$ cat config.mk
export PLATFORM = sky130hd
export DESIGN_NAME = dual_timer_counter
export DESIGN_NICKNAME = d
export VERILOG_FILES = /design/src/timer_pkg.sv /design/src/mcycle_tick.sv /design/src/pin_sampler.sv /design/src/dual_timer_counter.sv
export SDC_FILE = /design/constraint.sdc
export NUM_CORES = 1
export LEC_CHECK = 0
export ABC_AREA = 1
export BUFFER_PORTS_ARGS = -buffer_cell sky130_fd_sc_hd__clkbuf_2
export CAP_MARGIN = 20
export CORE_MARGIN = 2
export CORE_UTILIZATION = 52
export DETAILED_ROUTE_END_ITERATION = 10
export PLACE_DENSITY = 0.89
export SETUP_SLACK_MARGIN = 0.05
export SYNTH_ARGS = -nofsm -noshare
export SYNTH_HDL_FRONTEND = slang
export SYNTH_SLANG_ARGS = --single-unit
$ cat constraint.sdc
create_clock -name ref_clk -period 2.1 [get_ports ref_clk]
set_input_delay 0.21 -clock ref_clk [delete_from_list [all_inputs] [get_ports ref_clk]]
set_output_delay 0.21 -clock ref_clk [all_outputs]
set_load 0.05 [all_outputs]
$ cat src/timer_pkg.sv
// constants, field layouts and carriers shared by the dual timer/counter
// assumes a single 250 MHz core clock that also serves as the oscillator
package timer_pkg;

  // ---------------------------------------------------------------
  // timing
  // ---------------------------------------------------------------
  localparam int         OSC_PER_MCYCLE = 12;  // oscillator periods per machine cycle
  localparam int         TICK_W         = 4;
  localparam logic [3:0] TICK_LAST      = 4'(OSC_PER_MCYCLE - 1);

  // ---------------------------------------------------------------
  // register map (byte addresses, one word each)
  // ---------------------------------------------------------------
  localparam int         ADDR_W   = 8;
  localparam logic [7:0] OFS_MODE = 8'h00;  // timer_mode_control
  localparam logic [7:0] OFS_CTRL = 8'h04;  // timer_run_flag_register
  localparam logic [7:0] OFS_LO0  = 8'h08;  // count_low_unit0
  localparam logic [7:0] OFS_HI0  = 8'h0c;  // count_high_unit0
  localparam logic [7:0] OFS_LO1  = 8'h10;  // count_low_unit1
  localparam logic [7:0] OFS_HI1  = 8'h14;  // count_high_unit1

  // bit positions in timer_run_flag_register
  localparam int CTL_RUN0 = 0;
  localparam int CTL_OVF0 = 1;
  localparam int CTL_RUN1 = 2;
  localparam int CTL_OVF1 = 3;

  // reset values
  localparam logic [7:0]  MODE_RST = 8'h00;
  localparam logic [15:0] CNT_RST  = 16'h0000;

  localparam logic [1:0] RESP_OKAY   = 2'h0;
  localparam logic [1:0] RESP_SLVERR = 2'h2;

  // ---------------------------------------------------------------
  // types
  // ---------------------------------------------------------------
  typedef enum logic [1:0] {
    MODE_13    = 2'b00,  // 8-bit high byte behind 5-bit prescaler
    MODE_16    = 2'b01,
    MODE_8R    = 2'b10,  // 8-bit auto-reload
    MODE_SPLIT = 2'b11
  } mode_e;

  typedef struct packed {
    logic  pin_qualify_enable;
    logic  count_source_select;
    mode_e mode;
  } unit_cfg_s;

  typedef struct packed {
    unit_cfg_s u1;  // upper nibble
    unit_cfg_s u0;  // lower nibble
  } mode_reg_s;

  typedef struct packed {
    logic [7:0] hi;
    logic [7:0] lo;
  } cnt_s;

  typedef struct packed {
    logic              awvalid;
    logic [ADDR_W-1:0] awaddr;
    logic              wvalid;
    logic [31:0]       wdata;
    logic [3:0]        wstrb;
    logic              bready;
    logic              arvalid;
    logic [ADDR_W-1:0] araddr;
    logic              rready;
  } axil_req_s;

  typedef struct packed {
    logic        awready;
    logic        wready;
    logic        bvalid;
    logic [1:0]  bresp;
    logic        arready;
    logic        rvalid;
    logic [31:0] rdata;
    logic [1:0]  rresp;
  } axil_rsp_s;

endpackage

$ cat src/mcycle_tick.sv
// machine-cycle tick generator: one pulse every twelve clocks
// assumes ref_clk is the oscillator and rst is asynchronous, active high
`timescale 1ns/1ns
module mcycle_tick (
  input  wire logic ref_clk,
  input  wire logic rst,
  output logic      tick
);

  logic [timer_pkg::TICK_W-1:0] div_q;

  // ---------------------------------------------------------------
  // divider
  // ---------------------------------------------------------------
  // twelve-clock machine cycle
  always_ff @(posedge ref_clk or posedge rst) begin
    if (rst) begin
      div_q <= '0;
    end else if (div_q == timer_pkg::TICK_LAST) begin
      div_q <= '0;
    end else begin
      div_q <= div_q + 4'h1;
    end
  end

  assign tick = (div_q == timer_pkg::TICK_LAST);  // strobe, one clock wide

  a_tick_period: assert property (
    @(posedge ref_clk) disable iff (rst) tick |-> ##12 tick)
    else $error("machine-cycle tick not every twelve clocks");

endmodule // mcycle_tick

$ cat src/pin_sampler.sv
// count pin sampler: one sample per machine cycle, falling-edge strobe
// assumes the pin is synchronous to ref_clk and held a machine cycle per level
`timescale 1ns/1ns
module pin_sampler (
  input  wire logic ref_clk,
  input  wire logic rst,
  input  wire logic tick,
  input  wire logic pin,
  output logic      fall_q
);

  logic samp_q;

  // ---------------------------------------------------------------
  // sampling
  // ---------------------------------------------------------------
  // high then low samples
  always_ff @(posedge ref_clk or posedge rst) begin
    if (rst) begin
      samp_q <= 1'b0;  // low start: no false count after reset
      fall_q <= 1'b0;
    end else begin
      fall_q <= tick & samp_q & ~pin;
      if (tick) begin
        samp_q <= pin;
      end
    end
  end

  a_fall_detect: assert property (
    @(posedge ref_clk) disable iff (rst)
    (tick && samp_q && !pin) |=> (fall_q && !samp_q))
    else $error("falling edge on count pin not detected");

endmodule // pin_sampler

$ cat src/dual_timer_counter.sv
// dual timer/counter with four modes, registers on an AXI4-Lite slave
// assumes one clock ref_clk (oscillator rate) and async active-high rst
//
// What this block does
// - source is machine ticks or pin events
// - two-bit mode field selects operation
// - modes 0-2 same for both units, mode 3 differs
// - mode 0 uses divide-by-32 prescaler
// - mode 0 is high byte plus low five
// - wrap to zero sets overflow flag
// - run flag and qualify gate enable counting
// - starting a unit never clears counts
// - mode register nibble layout, unit 1 upper
// - mode 1 counts full sixteen bits
// - mode 2 reloads low byte from high
// - unit 1 mode 3 holds its count
// - split low byte uses unit 0 controls
// - split high byte ticks on unit 1 flags
// - unit 1 runs by mode alone when split
// - one machine tick per twelve clocks
// - pin sampled per cycle, falling edge counts
`timescale 1ns/1ns
module dual_timer_counter (
  input  wire logic                 ref_clk,
  input  wire logic                 rst,
  input  wire timer_pkg::axil_req_s axil_req,
  output timer_pkg::axil_rsp_s      axil_rsp,
  input  wire logic                 count_input_unit0,
  input  wire logic                 count_input_unit1,
  input  wire logic                 ext_level_unit0,
  input  wire logic                 ext_level_unit1,
  output logic                      overflow_flag_unit0,
  output logic                      overflow_flag_unit1
);

  timer_pkg::mode_reg_s mode_q;
  timer_pkg::cnt_s      cnt0_q, cnt1_q, cnt0_d, cnt1_d;
  logic                 run0_q, run1_q, ovf0_q, ovf1_q;
  logic                 tick, fall0, fall1, split0;
  logic                 inc0, inc0_hi, inc1, set0, set1;
  logic [16:0]          step0, step1;

  // bus state
  logic                 aw_got_q, w_got_q, wstrb0_q, bvalid_q, rvalid_q;
  logic [7:0]           waddr_q, rd_byte;
  logic [31:0]          wdata_q, rdata_q;
  logic [1:0]           bresp_q, rresp_q;
  logic                 aw_hs, w_hs, ar_hs, wr_fire, wr_hit, rd_hit;
  logic                 wr_mode, wr_ctrl, wr_lo0, wr_hi0, wr_lo1, wr_hi1;

  // ---------------------------------------------------------------
  // machine tick and pin samplers
  // ---------------------------------------------------------------
  mcycle_tick u_tick (
    .ref_clk (ref_clk),
    .rst     (rst),
    .tick    (tick)
  );
  pin_sampler u_samp0 (
    .ref_clk (ref_clk),
    .rst     (rst),
    .tick    (tick),
    .pin     (count_input_unit0),
    .fall_q  (fall0)
  );
  pin_sampler u_samp1 (
    .ref_clk (ref_clk),
    .rst     (rst),
    .tick    (tick),
    .pin     (count_input_unit1),
    .fall_q  (fall1)
  );

  // ---------------------------------------------------------------
  // one count step for a unit: returns {overflow, hi, lo}
  // ---------------------------------------------------------------
  // mode decode, same for both units
  function automatic logic [16:0] step(timer_pkg::mode_e m, timer_pkg::cnt_s c);
    logic [4:0] pre;
    logic       cy;
    pre = 5'(c.lo[4:0] + 5'h01);
    cy  = (c.lo[4:0] == 5'h1f);
    unique case (m)
      timer_pkg::MODE_13: begin
        // upper three low bits left alone
        step = {cy & (c.hi == 8'hff), 8'(c.hi + {7'h00, cy}), c.lo[7:5], pre};
      end
      timer_pkg::MODE_16: begin
        step = {({c.hi, c.lo} == 16'hffff), 16'({c.hi, c.lo} + 16'h0001)};
      end
      timer_pkg::MODE_8R: begin
        step = (c.lo == 8'hff) ? {1'b1, c.hi, c.hi} : {1'b0, c.hi, 8'(c.lo + 8'h01)};
      end
      timer_pkg::MODE_SPLIT: begin
        step = {(c.lo == 8'hff), c.hi, 8'(c.lo + 8'h01)};
      end
    endcase
  endfunction

  // ---------------------------------------------------------------
  // count enables
  // ---------------------------------------------------------------
  assign split0 = (mode_q.u0.mode == timer_pkg::MODE_SPLIT);
  assign inc0 = run0_q & (~mode_q.u0.pin_qualify_enable | ext_level_unit0)
              & (mode_q.u0.count_source_select ? fall0 : tick);
  // split high byte: ticks only, unit 1 run flag
  assign inc0_hi = split0 & run1_q & tick;
  // unit 1 halts in its mode 3
  // run flag is taken by unit 0 while split
  assign inc1 = (split0 | run1_q)
              & (~mode_q.u1.pin_qualify_enable | ext_level_unit1)
              & (mode_q.u1.count_source_select ? fall1 : tick)
              & (mode_q.u1.mode != timer_pkg::MODE_SPLIT);
  // one step function serves both units
  assign step0 = step(mode_q.u0.mode, cnt0_q);
  assign step1 = step(mode_q.u1.mode, cnt1_q);
  assign set0 = inc0 & step0[16];
  // unit 1 loses its flag to the split high byte
  assign set1 = (inc1 & step1[16] & ~split0) | (inc0_hi & (cnt0_q.hi == 8'hff));

  // ---------------------------------------------------------------
  // next counts: software byte writes win over counting
  // ---------------------------------------------------------------
  // immediate byte writes
  always_comb begin
    cnt0_d = inc0 ? step0[15:0] : cnt0_q;
    if (inc0_hi) begin
      cnt0_d.hi = 8'(cnt0_q.hi + 8'h01);
    end
    if (wr_lo0) begin
      cnt0_d.lo = wdata_q[7:0];
    end
    if (wr_hi0) begin
      cnt0_d.hi = wdata_q[7:0];
    end
    cnt1_d = inc1 ? step1[15:0] : cnt1_q;
    if (wr_lo1) begin
      cnt1_d.lo = wdata_q[7:0];
    end
    if (wr_hi1) begin
      cnt1_d.hi = wdata_q[7:0];
    end
  end

  // count registers
  always_ff @(posedge ref_clk or posedge rst) begin
    if (rst) begin
      cnt0_q <= timer_pkg::CNT_RST;
      cnt1_q <= timer_pkg::CNT_RST;
    end else begin
      cnt0_q <= cnt0_d;
      cnt1_q <= cnt1_d;
    end
  end

  // ---------------------------------------------------------------
  // mode and run registers
  // ---------------------------------------------------------------
  // nibble layout held by the struct
  // run flag write leaves counts alone
  always_ff @(posedge ref_clk or posedge rst) begin
    if (rst) begin
      mode_q <= timer_pkg::MODE_RST;
      run0_q <= 1'b0;
      run1_q <= 1'b0;
    end else begin
      if (wr_mode) begin
        mode_q <= wdata_q[7:0];
      end
      if (wr_ctrl) begin
        run0_q <= wdata_q[timer_pkg::CTL_RUN0];
        run1_q <= wdata_q[timer_pkg::CTL_RUN1];
      end
    end
  end

  // overflow flags: write one to clear, a same-cycle set wins
  always_ff @(posedge ref_clk or posedge rst) begin
    if (rst) begin
      ovf0_q <= 1'b0;
      ovf1_q <= 1'b0;
    end else begin
      if (set0) begin
        ovf0_q <= 1'b1;
      end else if (wr_ctrl && wdata_q[timer_pkg::CTL_OVF0]) begin
        ovf0_q <= 1'b0;
      end
      if (set1) begin
        ovf1_q <= 1'b1;
      end else if (wr_ctrl && wdata_q[timer_pkg::CTL_OVF1]) begin
        ovf1_q <= 1'b0;
      end
    end
  end

  assign overflow_flag_unit0 = ovf0_q;
  assign overflow_flag_unit1 = ovf1_q;

  // ---------------------------------------------------------------
  // AXI4-Lite write channel
  // ---------------------------------------------------------------
  assign aw_hs   = axil_req.awvalid & ~aw_got_q & ~bvalid_q;
  assign w_hs    = axil_req.wvalid & ~w_got_q & ~bvalid_q;
  assign wr_fire = aw_got_q & w_got_q & ~bvalid_q;
  assign wr_hit  = (waddr_q[7:2] <= timer_pkg::OFS_HI1[7:2]);
  assign wr_mode = wr_fire & wstrb0_q & (waddr_q[7:2] == timer_pkg::OFS_MODE[7:2]);
  assign wr_ctrl = wr_fire & wstrb0_q & (waddr_q[7:2] == timer_pkg::OFS_CTRL[7:2]);
  assign wr_lo0  = wr_fire & wstrb0_q & (waddr_q[7:2] == timer_pkg::OFS_LO0[7:2]);
  assign wr_hi0  = wr_fire & wstrb0_q & (waddr_q[7:2] == timer_pkg::OFS_HI0[7:2]);
  assign wr_lo1  = wr_fire & wstrb0_q & (waddr_q[7:2] == timer_pkg::OFS_LO1[7:2]);
  assign wr_hi1  = wr_fire & wstrb0_q & (waddr_q[7:2] == timer_pkg::OFS_HI1[7:2]);

  // address and data are caught in either order, written once both are in
  always_ff @(posedge ref_clk or posedge rst) begin
    if (rst) begin
      aw_got_q <= 1'b0;
      w_got_q  <= 1'b0;
      waddr_q  <= 8'h00;
      wdata_q  <= 32'h0000_0000;
      wstrb0_q <= 1'b0;
      bvalid_q <= 1'b0;
      bresp_q  <= timer_pkg::RESP_OKAY;
    end else begin
      if (aw_hs) begin
        aw_got_q <= 1'b1;
        waddr_q  <= axil_req.awaddr;
      end
      if (w_hs) begin
        w_got_q  <= 1'b1;
        wdata_q  <= axil_req.wdata;
        wstrb0_q <= axil_req.wstrb[0];  // registers sit in byte lane 0
      end
      if (wr_fire) begin
        aw_got_q <= 1'b0;
        w_got_q  <= 1'b0;
        bvalid_q <= 1'b1;
        bresp_q  <= wr_hit ? timer_pkg::RESP_OKAY : timer_pkg::RESP_SLVERR;
      end else if (axil_req.bready) begin
        bvalid_q <= 1'b0;
      end
    end
  end

  // ---------------------------------------------------------------
  // AXI4-Lite read channel
  // ---------------------------------------------------------------
  assign ar_hs  = axil_req.arvalid & ~rvalid_q;
  assign rd_hit = (axil_req.araddr[7:2] <= timer_pkg::OFS_HI1[7:2]);

  // read mux; unmapped words read zero
  always_comb begin
    unique case (axil_req.araddr[7:2])
      timer_pkg::OFS_MODE[7:2]: rd_byte = mode_q;
      timer_pkg::OFS_CTRL[7:2]: rd_byte = {4'h0, ovf1_q, run1_q, ovf0_q, run0_q};
      timer_pkg::OFS_LO0[7:2]:  rd_byte = cnt0_q.lo;
      timer_pkg::OFS_HI0[7:2]:  rd_byte = cnt0_q.hi;
      timer_pkg::OFS_LO1[7:2]:  rd_byte = cnt1_q.lo;
      timer_pkg::OFS_HI1[7:2]:  rd_byte = cnt1_q.hi;
      default:                  rd_byte = 8'h00;
    endcase
  end

  // read data is captured at the address handshake and held until taken
  always_ff @(posedge ref_clk or posedge rst) begin
    if (rst) begin
      rvalid_q <= 1'b0;
      rdata_q  <= 32'h0000_0000;
      rresp_q  <= timer_pkg::RESP_OKAY;
    end else if (ar_hs) begin
      rvalid_q <= 1'b1;
      rdata_q  <= {24'h000000, rd_byte};
      rresp_q  <= rd_hit ? timer_pkg::RESP_OKAY : timer_pkg::RESP_SLVERR;
    end else if (axil_req.rready) begin
      rvalid_q <= 1'b0;
    end
  end

  always_comb begin
    axil_rsp.awready = ~aw_got_q & ~bvalid_q;
    axil_rsp.wready  = ~w_got_q & ~bvalid_q;
    axil_rsp.bvalid  = bvalid_q;
    axil_rsp.bresp   = bresp_q;
    axil_rsp.arready = ~rvalid_q;
    axil_rsp.rvalid  = rvalid_q;
    axil_rsp.rdata   = rdata_q;
    axil_rsp.rresp   = rresp_q;
  end

  // ---------------------------------------------------------------
  // checks
  // ---------------------------------------------------------------
  a_stop_holds: assert property (
    @(posedge ref_clk) disable iff (rst)
    (!run0_q && !split0 && !wr_lo0 && !wr_hi0) |=> $stable(cnt0_q))
    else $error("unit 0 counted while stopped");
  a_unit1_halt: assert property (
    @(posedge ref_clk) disable iff (rst)
    (mode_q.u1.mode == timer_pkg::MODE_SPLIT && !wr_lo1 && !wr_hi1) |=> $stable(cnt1_q))
    else $error("unit 1 counted in its mode 3");
  a_reload_low: assert property (
    @(posedge ref_clk) disable iff (rst)
    (mode_q.u0.mode == timer_pkg::MODE_8R && inc0 && cnt0_q.lo == 8'hff
     && !wr_lo0 && !wr_hi0) |=> (cnt0_q.lo == $past(cnt0_q.hi) && ovf0_q))
    else $error("mode 2 reload or flag missing");
  a_wrap_flag: assert property (
    @(posedge ref_clk) disable iff (rst)
    (mode_q.u0.mode == timer_pkg::MODE_16 && inc0 && cnt0_q == 16'hffff
     && !wr_lo0 && !wr_hi0) |=> (cnt0_q == 16'h0000 && ovf0_q))
    else $error("sixteen-bit wrap did not set flag");
  a_prescale_carry: assert property (
    @(posedge ref_clk) disable iff (rst)
    (mode_q.u0.mode == timer_pkg::MODE_13 && inc0 && cnt0_q.lo[4:0] == 5'h1f
     && !wr_lo0 && !wr_hi0)
    |=> (cnt0_q.hi == 8'($past(cnt0_q.hi) + 8'h01) && cnt0_q.lo[4:0] == 5'h00))
    else $error("prescaler carry into high byte wrong");
  a_split_high: assert property (
    @(posedge ref_clk) disable iff (rst)
    (split0 && run1_q && tick && cnt0_q.hi == 8'hff && !wr_hi0)
    |=> (cnt0_q.hi == 8'h00 && ovf1_q))
    else $error("split high byte did not raise unit 1 flag");
  a_sw_write: assert property (
    @(posedge ref_clk) disable iff (rst)
    wr_lo1 |=> (cnt1_q.lo == $past(wdata_q[7:0])))
    else $error("count byte write not taken at once");
  a_pin_source: assert property (
    @(posedge ref_clk) disable iff (rst)
    (mode_q.u0.count_source_select && !fall0 && !split0 && !wr_lo0 && !wr_hi0)
    |=> $stable(cnt0_q))
    else $error("counter mode advanced without a pin event");

endmodule // dual_timer_counter

==> results.txt, run 1 <==
----------------------------------------------------
[Status]
  Result of the run ... completed

[Clock network]
  TritonCTS clock tree ... built
  Maximum buffer depth of the clock tree ... 2
  CTS sink cnt ... ~80
  Clock transition at the registers of the reported paths ... 60 ps
  Root buffer cell ... sky130_fd_sc_hd__clkbuf_16
  H-Tree Depth ... 3
  Clock insertion delay at the later pin of the skew report ... approximately 350 ps
  Clock buffers created by TritonCTS ... 9

[Worst setup path]
  FF-to-FF Start ... cnt1_q[1]
  Peak fanout along the critical path ... 3
  CP most frequent cell ... sky130_fd_sc_hd__nand2_1
  Largest incremental delay on the critical path ... 350 ps
  Worst Setup SP ... cnt1_q[1]
  Worst Path Arrival ... 2200 ps
  CP Data Required Time ... between 2000 and 2500 ps
  Critical Path End Type ... register
  CP max-delay cell ... sky130_fd_sc_hd__dfrtp_1
  Kind of start point of the critical path ... register
  CP cell instances ... ha_2, nand2_2, nor2_4, ha_4, ha_4, buf_4, nand3_2, o21ai_1, nand2_1, a21oi_2, nand2_1, nand2_1, nand2_1
  Critical Setup Path Class ... register to register

[GRT]
  Total global-route track usage ... a little over a quarter
  Number of global-route vias before repair ... ~5500
  Remaining Overflow, GRT ... 0
  Pin count of the biggest net entering global routing ... between 80 and 90
  Antenna violations before repair ... 0
  Global-route wire length before repair ... approximately 27000 µm

[Synthesis]
  Count of warnings emitted by yosys ... 0
  Post-synthesis instance area ... approximately 5900 µm²
  Post-synthesis area per instance ... just under 7 µm²
  Distinct cell type count after synthesis ... 41
  Number of synthesized register bits ... just over 80
  Post-Synthesis Cells ... 860
  Share of synthesized area occupied by flip-flops and latches ... between 30% and 40%

[Finish]
  Final-layout fill cell count ... ~1000
  Layout cell share with drive strength beyond 1 ... between 15 and 20%
  Ant. Diodes ... 0
  Area delta synth->final ... 13.3%
  Finished Layout Cells ... 1069
  Sequential standard cell area ... just over 2000 µm²
  Most frequent cells in the layout ... sky130_fd_sc_hd__nand2_1 (240), sky130_fd_sc_hd__inv_1 (89), sky130_fd_sc_hd__nor2_1 (85)
  Multi-input logic area ... between 3000 and 4000 µm²
  Number of nets at the end of the flow ... around 990
  Leading cell type in the layout, fill and taps excluded ... sky130_fd_sc_hd__nand2_1

[Placement]
  Placed insts ... approximately 1000
  Final GP Congestion ... 0.978
  I/O Buffers ... 48
  Post-DP HPWL ... roughly 12000 µm
  Post-placement worst setup slack ... -13.2 ps

[Floorplanning]
  Vert. Die Dim ... 111 µm
  Floorplan row count ... 39
  Die Area ... approximately 12000 µm²
  Count of pins on the block boundary ... about 110
  Floorplan core area ... around 11000 µm²
  Starting density of the core ... roughly 53%
  Die width ... between 100 and 150 µm

[Power and ir drop]
  IR drop worst, VDD ... 0.00104 V
  P_sw ... 3.83 mW
  Net Sw Frac ... a little under half
  Clock power share ... a little over 20%
  Power density of the placed cells ... approximately 1200 nW/µm²
  Static Leakage ... between 3 and 4 nW
  P_int ... about 4.3 mW
  Sequential fraction of design power ... 30.0%
  Share of total power in combinational logic ... 49.8%

[STA]
  Setup skew after layout ... 7.98 ps
  Max frequency ... between 500 and 600 MHz
  Fin Setup TNS ... 0 ps
  Final count of hold timing violations ... 0
  Number of setup violations in the final report ... 0
  Number of pins with negative max-slew slack in the final report ... 0
  Final worst slack ... between 100 and 150 ps
  RSZ-0062 raised after global routing ... no
  Fin crit period ... 1960 ps
  Least-Margin Pin Slew ... 636 ps
  Final hold slack ... roughly 33 ps
  Slew headroom ... roughly 57%
  Final period util ... 93.1%

[Drt]
  Residual antenna-violating net count after detailed routing ... 0
  Final wirelength ... ~17000 µm
  DR iter-0 viols ... ~790
  Via count ... around 6000
  Detailed-router iteration count before antenna repair ... 9
  Wire length per cell ... about 16 µm
  Avg Vias per Cell ... about 5.7
  DRC violations left ... 0

[Min path]
  Type of the most critical hold path ... primary input to register
  Hold wc startpoint ... count_input_unit0

[Run]
  Max-cap viol count ... 0

----------------------------------------------------
worst paths after layout:
kind,to,slack [ps],depth (start not counted)
max in group asynchronous,u_tick.div_q[1],1200,4
min in group asynchronous,cnt1_q[5],470,4
hold reg to reg,rdata_q[2],480,2
setup reg to reg,cnt1_q[15],140,13
hold / removal,u_samp0.fall_q,30,2
setup / recovery,cnt1_q[15],140,13
power by group through the flow:
| stage | logic [mW] | registers [mW] | clock network [mW] |
|---|---|---|---|
| 2_1_floorplan | 2.66 | 2.37 | 0 |
| 3_3_place_gp | 3.43 | 2.41 | 0 |
| 3_5_place_dp | 3.52 | 2.43 | 0 |
| 4_1_cts | 3.67 | 2.40 | 1.66 |
| 5_1_grt | 4.46 | 2.47 | 1.73 |
| 6_report | 4.05 | 2.44 | 1.64 |
routing by layer:
metal  up-vias  GRT usage (%)  wire length [µm]
met5         -              0                 0
met4         0           13.0               633
met3        63           5.41              1730
met2       373           40.4              7510
met1      2763           36.8              6810
li1       2894              -                 -
flip-flops by register name, summed over array words and instances, names as in the netlist, 4 cells and up:
name / flops
rdata_q: 8
mode_q: 8
cnt0_q: 16
wdata_q: 8
u_tick.div_q: 4
cnt1_q: 16
waddr_q: 6
critical path, delay by kind of cell (launching register included):
family / cells / cell delay, ps
DFF: 1 / 350
and+or+nand+nor: 7 / 530
AOI/OAI and AO/OA: 2 / 340
buffers and inverters: 1 / 120
adders and majority gates: 3 / 500
synthesized netlist by cell type, drive strengths merged:
cell | n | area [µm²]
nand3b | 1 | 7.51
or2 | 2 | 15.0
o2bb2ai | 1 | 8.76
o211ai | 13 | 97.6
nand2 | 251 | 987
a21oi | 41 | 205
nor2 | 108 | 543
nand4 | 26 | 163
a31oi | 3 | 18.8
xor2 | 5 | 43.8
inv | 100 | 378
o21bai | 2 | 15.0
o22ai | 3 | 18.8
nor3 | 4 | 31.3
ha | 10 | 125
dfrtp | 81 | 2030
clkinv | 2 | 8.75
o21ai | 64 | 354
a22oi | 1 | 7.51
clkbuf | 3 | 12.5
conb | 1 | 3.75
nand3 | 95 | 553
mux2 | 2 | 22.5
buf | 41 | 297
per-stage QoR:
step | utilization [%] | power [mW] | instance area [µm²]
final | 59.7 | 8.13 | 6730
after global placement | 55.5 | 5.85 | 6250
after global routing | 59.7 | 8.66 | 6730
after detailed placement | 55.5 | 5.95 | 6250
after floorplan | - | 5.03 | 6040
after CTS | 58.6 | 7.73 | 6610
area by class of cell:
cell class                 instances  share of cell area (%)
inverter                         102                    5.80
timing repair buffer              69                    6.13
multi-input combinational        658                    50.8
sequential                        81                    30.1
clock buffer                       9                    3.34
tap                              143                    2.66
clock inverter                     7                    1.15
what timing repair did:
item                                    in CTS  in global routing
endpoints found under the setup margin       7                 12
endpoints found under the hold margin       56                  0
pin swaps                                    2                  5
resized for setup                            7                 18
hold buffers                                 1                  0
setup buffers                                3                  5
logic make-up (layout without fill, tap and decap cells):
kind of cell	count (synthesis)	count (layout)	synth area share, %
xor+xnor	5	5	0.737
mux	2	2	0.379
simple gates	487	487	38.7
fa+ha+maj	10	10	2.11
other cells	1	26	0.0631
flops	81	81	34.1
compound gates	128	128	12.2
buf+inv	146	187	11.7
Power figures use the tool's default switching activity.
==> inputs of run 2 (changes only) <==
Settings changed: MAX_ROUTING_LAYER set to met4.
==> results.txt, run 2 (synthesis results as in run 1) <==
----------------------------------------------------
[Status]
  Result of the run ... completed

[Drt]
  Via count ... 5988 (-1.7%)
  Wire length per cell ... 15.6 µm (+0.29%)
  Residual antenna-violating net count after detailed routing ... 0 (unchanged)
  DRC violations left ... 0 (unchanged)
  Final wirelength ... 16600 µm (-0.37%)
  Avg Vias per Cell ... 5.64 (-1.1%)
  Detailed-router iteration count before antenna repair ... 5 (-4)
  DR iter-0 viols ... 831 (+5.3%)

[Clock network]
  Maximum buffer depth of the clock tree ... 2 (unchanged)
  Root buffer cell ... sky130_fd_sc_hd__clkbuf_16
  H-Tree Depth ... 3 (unchanged)
  Clock transition at the registers of the reported paths ... 70 ps (about the same)
  TritonCTS clock tree ... built
  CTS sink cnt ... 81 (unchanged)
  Clock insertion delay at the later pin of the skew report ... 350 ps (about the same)
  Clock buffers created by TritonCTS ... 9 (unchanged)

[STA]
  Number of setup violations in the final report ... 0 (unchanged)
  Least-Margin Pin Slew ... 591 ps (-45.5 ps)
  Fin crit period ... 1970 ps (+12.1 ps)
  Setup skew after layout ... 6.79 ps (-1.18 ps)
  Final period util ... 93.7% (+0.58 points)
  Number of pins with negative max-slew slack in the final report ... 0 (unchanged)
  Max frequency ... 508 MHz (-0.62%)
  Final count of hold timing violations ... 0 (unchanged)
  RSZ-0062 raised after global routing ... yes
  Final worst slack ... 132 ps (-12.1 ps)
  Slew headroom ... 60.5% (+3.1 points)
  Final hold slack ... 34.0 ps (+1.22 ps)
  Fin Setup TNS ... 0 ps (unchanged)

[Floorplanning]
  Die Area ... 12300 µm² (unchanged)
  Floorplan row count ... 39 (unchanged)
  Floorplan core area ... 11300 µm² (unchanged)
  Starting density of the core ... 52.7% (unchanged)
  Die width ... 111 µm (unchanged)
  Vert. Die Dim ... 111 µm (unchanged)
  Count of pins on the block boundary ... 106 (unchanged)

[Worst setup path]
  CP most frequent cell ... sky130_fd_sc_hd__nand2_1
  Worst Path Arrival ... 2220 ps (+20 ps)
  Peak fanout along the critical path ... 4 (+1)
  Kind of start point of the critical path ... register
  CP cell instances ... ha_2, nand2_2, nor2_4, ha_2, ha_2, nand3_2, inv_1, nand2_1, xor2_1, nand2_1, nand3_1, nand2_1, nand2_1
  Largest incremental delay on the critical path ... 380 ps (+30 ps)
  Critical Setup Path Class ... register to register
  CP max-delay cell ... sky130_fd_sc_hd__dfrtp_1
  Critical Path End Type ... register
  Cell type group with the largest total delay on the critical path ... simple AND/OR/NAND/NOR gates
  Number of buffer and inverter stages on the critical path ... 1 (unchanged)
  CP Data Required Time ... 2350 ps (about the same)

[GRT]
  Number of global-route vias before repair ... 5254 (-4.9%)
  Remaining Overflow, GRT ... 0 (unchanged)
  Antenna violations before repair ... 0 (unchanged)
  Pin count of the biggest net entering global routing ... 82 (unchanged)
  Global-route wire length before repair ... 26300 µm (-1.5%)
  Total global-route track usage ... 27.5% (+0.76 points)

[Placement]
  Final GP Congestion ... 0.952 (-2.6%)
  I/O Buffers ... 48 (unchanged)
  Post-placement worst setup slack ... -29.1 ps (-15.9 ps)
  Post-DP HPWL ... 12300 µm (+2.4%)
  Placed insts ... 1043 (-0.096%)
  Cell area reported after detailed placement ... 6250 µm² (-0.12%)

[Power and ir drop]
  Static Leakage ... 3.41 nW (-1.1%)
  Overall power consumption ... 7.95 mW (-2.3%)
  IR drop worst, VDD ... 0.000971 V (-6.3%)
  Power density of the placed cells ... 1200 nW/µm² (-1.0%)

[Finish]
  Number of nets at the end of the flow ... 987 (-0.70%)
  Layout cell share with drive strength beyond 1 ... 16.6% (-1.1 points)
  Ant. Diodes ... 0 (unchanged)
  Area delta synth->final ... 11.9%
  Finished Layout Cells ... 1062 (-0.65%)
  Final instance area ... 6650 µm² (-1.3%)
  Largest registers ... cnt0_q: 16 flops, cnt1_q: 16 flops
  Leading cell type in the layout, fill and taps excluded ... sky130_fd_sc_hd__nand2_1
  Most frequent cells in the layout ... sky130_fd_sc_hd__nand2_1 (240), sky130_fd_sc_hd__inv_1 (90), sky130_fd_sc_hd__nand3_1 (86)
  Utilization after layout ... 59.0% (-0.77 points)

[Run]
  Max-cap viol count ... 0 (unchanged)

[Min path]
  Type of the most critical hold path ... primary input to register

----------------------------------------------------
[run 2: changes by cell type in the layout (fill, tap and decap cells not counted), sizes merged]
cell      before  now
clkinvlp       2    3
clkinv         4    3
buf           20   13
[run 2: report_power, final]
| part | internal (mW) | total (mW) | switching, mW |
|---|---|---|---|
| Combinational | 1.28 | 3.86 | 2.58 |
| Clock | 0.932 | 1.64 | 0.709 |
| Sequential | 1.94 | 2.45 | 0.509 |
| Total | 4.15 | 7.95 | 3.80 |
[run 2: repair_timing]
action	in CTS	in global routing
pin swaps	0	2
resized for setup	3	16
setup buffers	0	2
endpoints found under the setup margin	3	13
hold buffers	1	0
hold endpoints to repair	35	0
[run 2: worst paths after layout]
path	depth (start not counted)	startpoint	to	slack (ps)
setup / recovery	13	cnt0_q[1]	cnt0_q[15]	130
hold / removal	2	count_input_unit0	u_samp0.fall_q	30
setup reg to reg	13	cnt0_q[1]	cnt0_q[15]	130
hold reg to reg	1	u_tick.div_q[0]	u_tick.div_q[0]	470
max in group asynchronous	4	rst	w_got_q	1220
min in group asynchronous	4	rst	u_tick.div_q[3]	530
[run 2: routing by layer]
| layer | wire [µm] | track usage, % | part of all wire [%] | up-vias |
|---|---|---|---|---|
| met1 | 7140 | 38.9 | 43 | 2731 |
| li1 | - | - | - | 2873 |
| met4 | 536 | 10.3 | 3.2 | 0 |
| met5 | 0 | - | 0 | - |
| met2 | 7430 | 40.5 | 45 | 334 |
| met3 | 1510 | 3.88 | 9.1 | 50 |
[run 2: final cells by class]
class | instances | area (µm²)
Fill cell | 1045 | 4620
Multi-Input combinational cell | 658 | 3390
Sequential cell | 81 | 2030
Inverter | 102 | 390
Timing Repair Buffer | 62 | 360
Clock buffer | 9 | 225
Tap cell | 143 | 179
Clock inverter | 7 | 76.3
[run 2: worst reg2reg max path: stages, from the launching register on]
cell and delay (ps):
sky130_fd_sc_hd__dfrtp_1 380, sky130_fd_sc_hd__ha_2 200, sky130_fd_sc_hd__nand2_2 70, sky130_fd_sc_hd__nor2_4 100, sky130_fd_sc_hd__ha_2 200, sky130_fd_sc_hd__ha_2 220
sky130_fd_sc_hd__nand3_2 130, sky130_fd_sc_hd__inv_1 100, sky130_fd_sc_hd__nand2_1 60, sky130_fd_sc_hd__xor2_1 140, sky130_fd_sc_hd__nand2_1 60, sky130_fd_sc_hd__nand3_1 90
sky130_fd_sc_hd__nand2_1 70, sky130_fd_sc_hd__nand2_1 40
==> inputs of run 3 (changes only) <==
==> constraint.sdc (replaced) <==
create_clock -name ref_clk -period 2.1 [get_ports ref_clk]
set_input_delay 0.105 -clock ref_clk [delete_from_list [all_inputs] [get_ports ref_clk]]
set_output_delay 0.105 -clock ref_clk [all_outputs]
set_load 0.05 [all_outputs]
==> results.txt, run 3 (synthesis results as in run 1) <==
----------------------------------------------------
[Power and ir drop]
  Static Leakage ... 3.49 nW (+2.3%)
  Power density of the placed cells ... 1180 nW/µm² (-1.1%)
  IR drop worst, VDD ... 0.000948 V (-2.4%)

[Drt]
  Residual antenna-violating net count after detailed routing ... 0 (unchanged)
  Final wirelength ... 16800 µm (+1.2%)
  DR iter-0 viols ... 760 (-8.5%)
  Avg Vias per Cell ... 5.67 (+0.57%)
  DRC violations left ... 0 (unchanged)
  Via count ... 6113 (+2.1%)
  Detailed-router iteration count before antenna repair ... 8 (+3)
  Wire length per cell ... 15.6 µm (-0.32%)

[Finish]
  Layout cell share with drive strength beyond 1 ... 17.1% (+0.46 points)
  Most frequent cells in the layout ... sky130_fd_sc_hd__nand2_1 (241), sky130_fd_sc_hd__inv_1 (90), sky130_fd_sc_hd__nor2_1 (85), sky130_fd_sc_hd__nand3_1 (85), sky130_fd_sc_hd__dfrtp_1 (81)
  Ant. Diodes ... 0 (unchanged)
  Leading cell type in the layout, fill and taps excluded ... sky130_fd_sc_hd__nand2_1
  Utilization after layout ... 60.5% (+1.5 points)
  Largest registers ... cnt0_q: 16 flops, cnt1_q: 16 flops
  Area delta synth->final ... 14.8%
  Final-layout fill cell count ... 988 (-5.5%)
  Number of nets at the end of the flow ... 1003 (+1.6%)

[Floorplanning]
  Count of pins on the block boundary ... 106 (unchanged)
  Starting density of the core ... 52.7% (unchanged)
  Floorplan row count ... 39 (unchanged)
  Floorplan core area ... 11300 µm² (unchanged)
  Die Area ... 12300 µm² (unchanged)
  Vert. Die Dim ... 111 µm (unchanged)
  Die width ... 111 µm (unchanged)

[Clock network]
  Clock insertion delay at the later pin of the skew report ... 350 ps (about the same)
  CTS sink cnt ... 81 (unchanged)
  Maximum buffer depth of the clock tree ... 2 (unchanged)
  Clock buffers created by TritonCTS ... 9 (unchanged)
  H-Tree Depth ... 3 (unchanged)
  TritonCTS clock tree ... built
  Clock transition at the registers of the reported paths ... 70 ps (about the same)
  Root buffer cell ... sky130_fd_sc_hd__clkbuf_16

[GRT]
  Remaining Overflow, GRT ... 0 (unchanged)
  Total global-route track usage ... 28.2% (+0.66 points)
  Number of global-route vias before repair ... 5606 (+6.7%)
  Pin count of the biggest net entering global routing ... 32 (-61%)
  Antenna violations before repair ... 0 (unchanged)
  Global-route wire length before repair ... 27300 µm (+3.8%)

[STA]
  Final count of hold timing violations ... 0 (unchanged)
  Number of pins with negative max-slew slack in the final report ... 0 (unchanged)
  Fin Setup TNS ... 0 ps (unchanged)
  Final period util ... 92.9% (-0.86 points)
  Max frequency ... 513 MHz (+0.92%)
  RSZ-0062 raised after global routing ... yes
  Slew headroom ... 54.1% (-6.4 points)
  Fin crit period ... 1950 ps (-18.0 ps)
  Least-Margin Pin Slew ... 686 ps (+95.5 ps)
  Number of setup violations in the final report ... 0 (unchanged)
  Setup skew after layout ... 6.03 ps (-0.760 ps)

[Min path]
  Type of the most critical hold path ... primary input to register

[Worst setup path]
  CP most frequent cell ... sky130_fd_sc_hd__nand2_1
  CP Data Required Time ... 2350 ps (about the same)
  Kind of start point of the critical path ... register
  Critical Path End Type ... register
  Largest incremental delay on the critical path ... 400 ps (+20 ps)
  CP max-delay cell ... sky130_fd_sc_hd__dfrtp_1
  Worst Path Arrival ... 2200 ps (-20 ps)
  CP cell instances ... ha_2, nand2_2, nor2_4, ha_2, ha_4, nand3_2, inv_1, nand2_1, xor2_1, nand2_1, nand3_1, nand2_1, nand2_1
  Critical Setup Path Class ... register to register
  Peak fanout along the critical path ... 4 (unchanged)

[Placement]
  Post-DP HPWL ... 12400 µm (+0.78%)
  I/O Buffers ... 48 (unchanged)
  Final GP Congestion ... 0.984 (+3.4%)

[Status]
  Result of the run ... completed

[Run]
  Max-cap viol count ... 0 (unchanged)

----------------------------------------------------
[run 3: worst max-delay path, delay by kind of cell, from the launching register on]
| family | cells | cell delay [ps] |
|---|---|---|
| xor gates and xnor gates | 1 | 140 |
| adders and majority gates | 3 | 600 |
| buffers and inverters | 1 | 90 |
| DFF | 1 | 400 |
| and+or+nand+nor | 8 | 620 |
[run 3: routing by layer]
metal,routed length (µm),part of all wire (%),GRT usage (%),vias to the layer above
met4,675,4.0,10.8,0
met5,0,0,-,-
li1,-,-,-,2900
met1,6710,40,37.4,2757
met2,7570,45,43.7,387
met3,1860,11,4.59,69
[run 3: per-stage QoR]
stage          total power [mW]  cell area [µm²]  hold WS [ps]  instances  setup WS, ps
2_1_floorplan              5.03             6040           177        885           158
3_3_place_gp               5.86             6270           215       1045          50.3
3_5_place_dp               5.99             6270           220       1045         -33.7
4_1_cts                    7.79             6730          2.54       1074          64.7
5_1_grt                    8.61             6820          9.60       1078          28.5
6_report                   8.07             6820         0.452       1078           150
[run 3: final cells by class]
type,instances,area [µm²],share of cell area (%)
Multi-Input combinational cell,658,3400,49.8
Sequential cell,81,2030,29.7
Timing Repair Buffer,78,518,7.59
Inverter,102,390,5.72
Clock buffer,9,225,3.30
Tap cell,143,179,2.62
Clock inverter,7,83.8,1.23
[run 3: report_power, final]
part	switching, mW	internal (mW)
logic	2.59	1.37
clock network	0.730	0.945
registers	0.496	1.94
[run 3: worst paths after layout]
check / slack [ps] / from / cells past startpoint / to
worst min register to register: 480 / u_tick.div_q[0] / 1 / u_tick.div_q[0]
max in group asynchronous: 1150 / rst / 4 / cnt0_q[11]
worst min-delay path: 0.5 / axil_req[11] / 3 / wstrb0_q
min in group asynchronous: 390 / rst / 3 / u_tick.div_q[1]
worst max register to register: 150 / cnt0_q[1] / 13 / cnt0_q[15]
worst max-delay path: 150 / cnt0_q[1] / 13 / cnt0_q[15]
[run 3: what timing repair did]
action | in CTS | in global routing
gates resized for setup | 5 | 14
endpoints found under the hold margin | 37 | 0
setup endpoints to repair | 2 | 12
setup buffers | 2 | 4
pin swaps | 2 | 5
hold buffers | 11 | 0
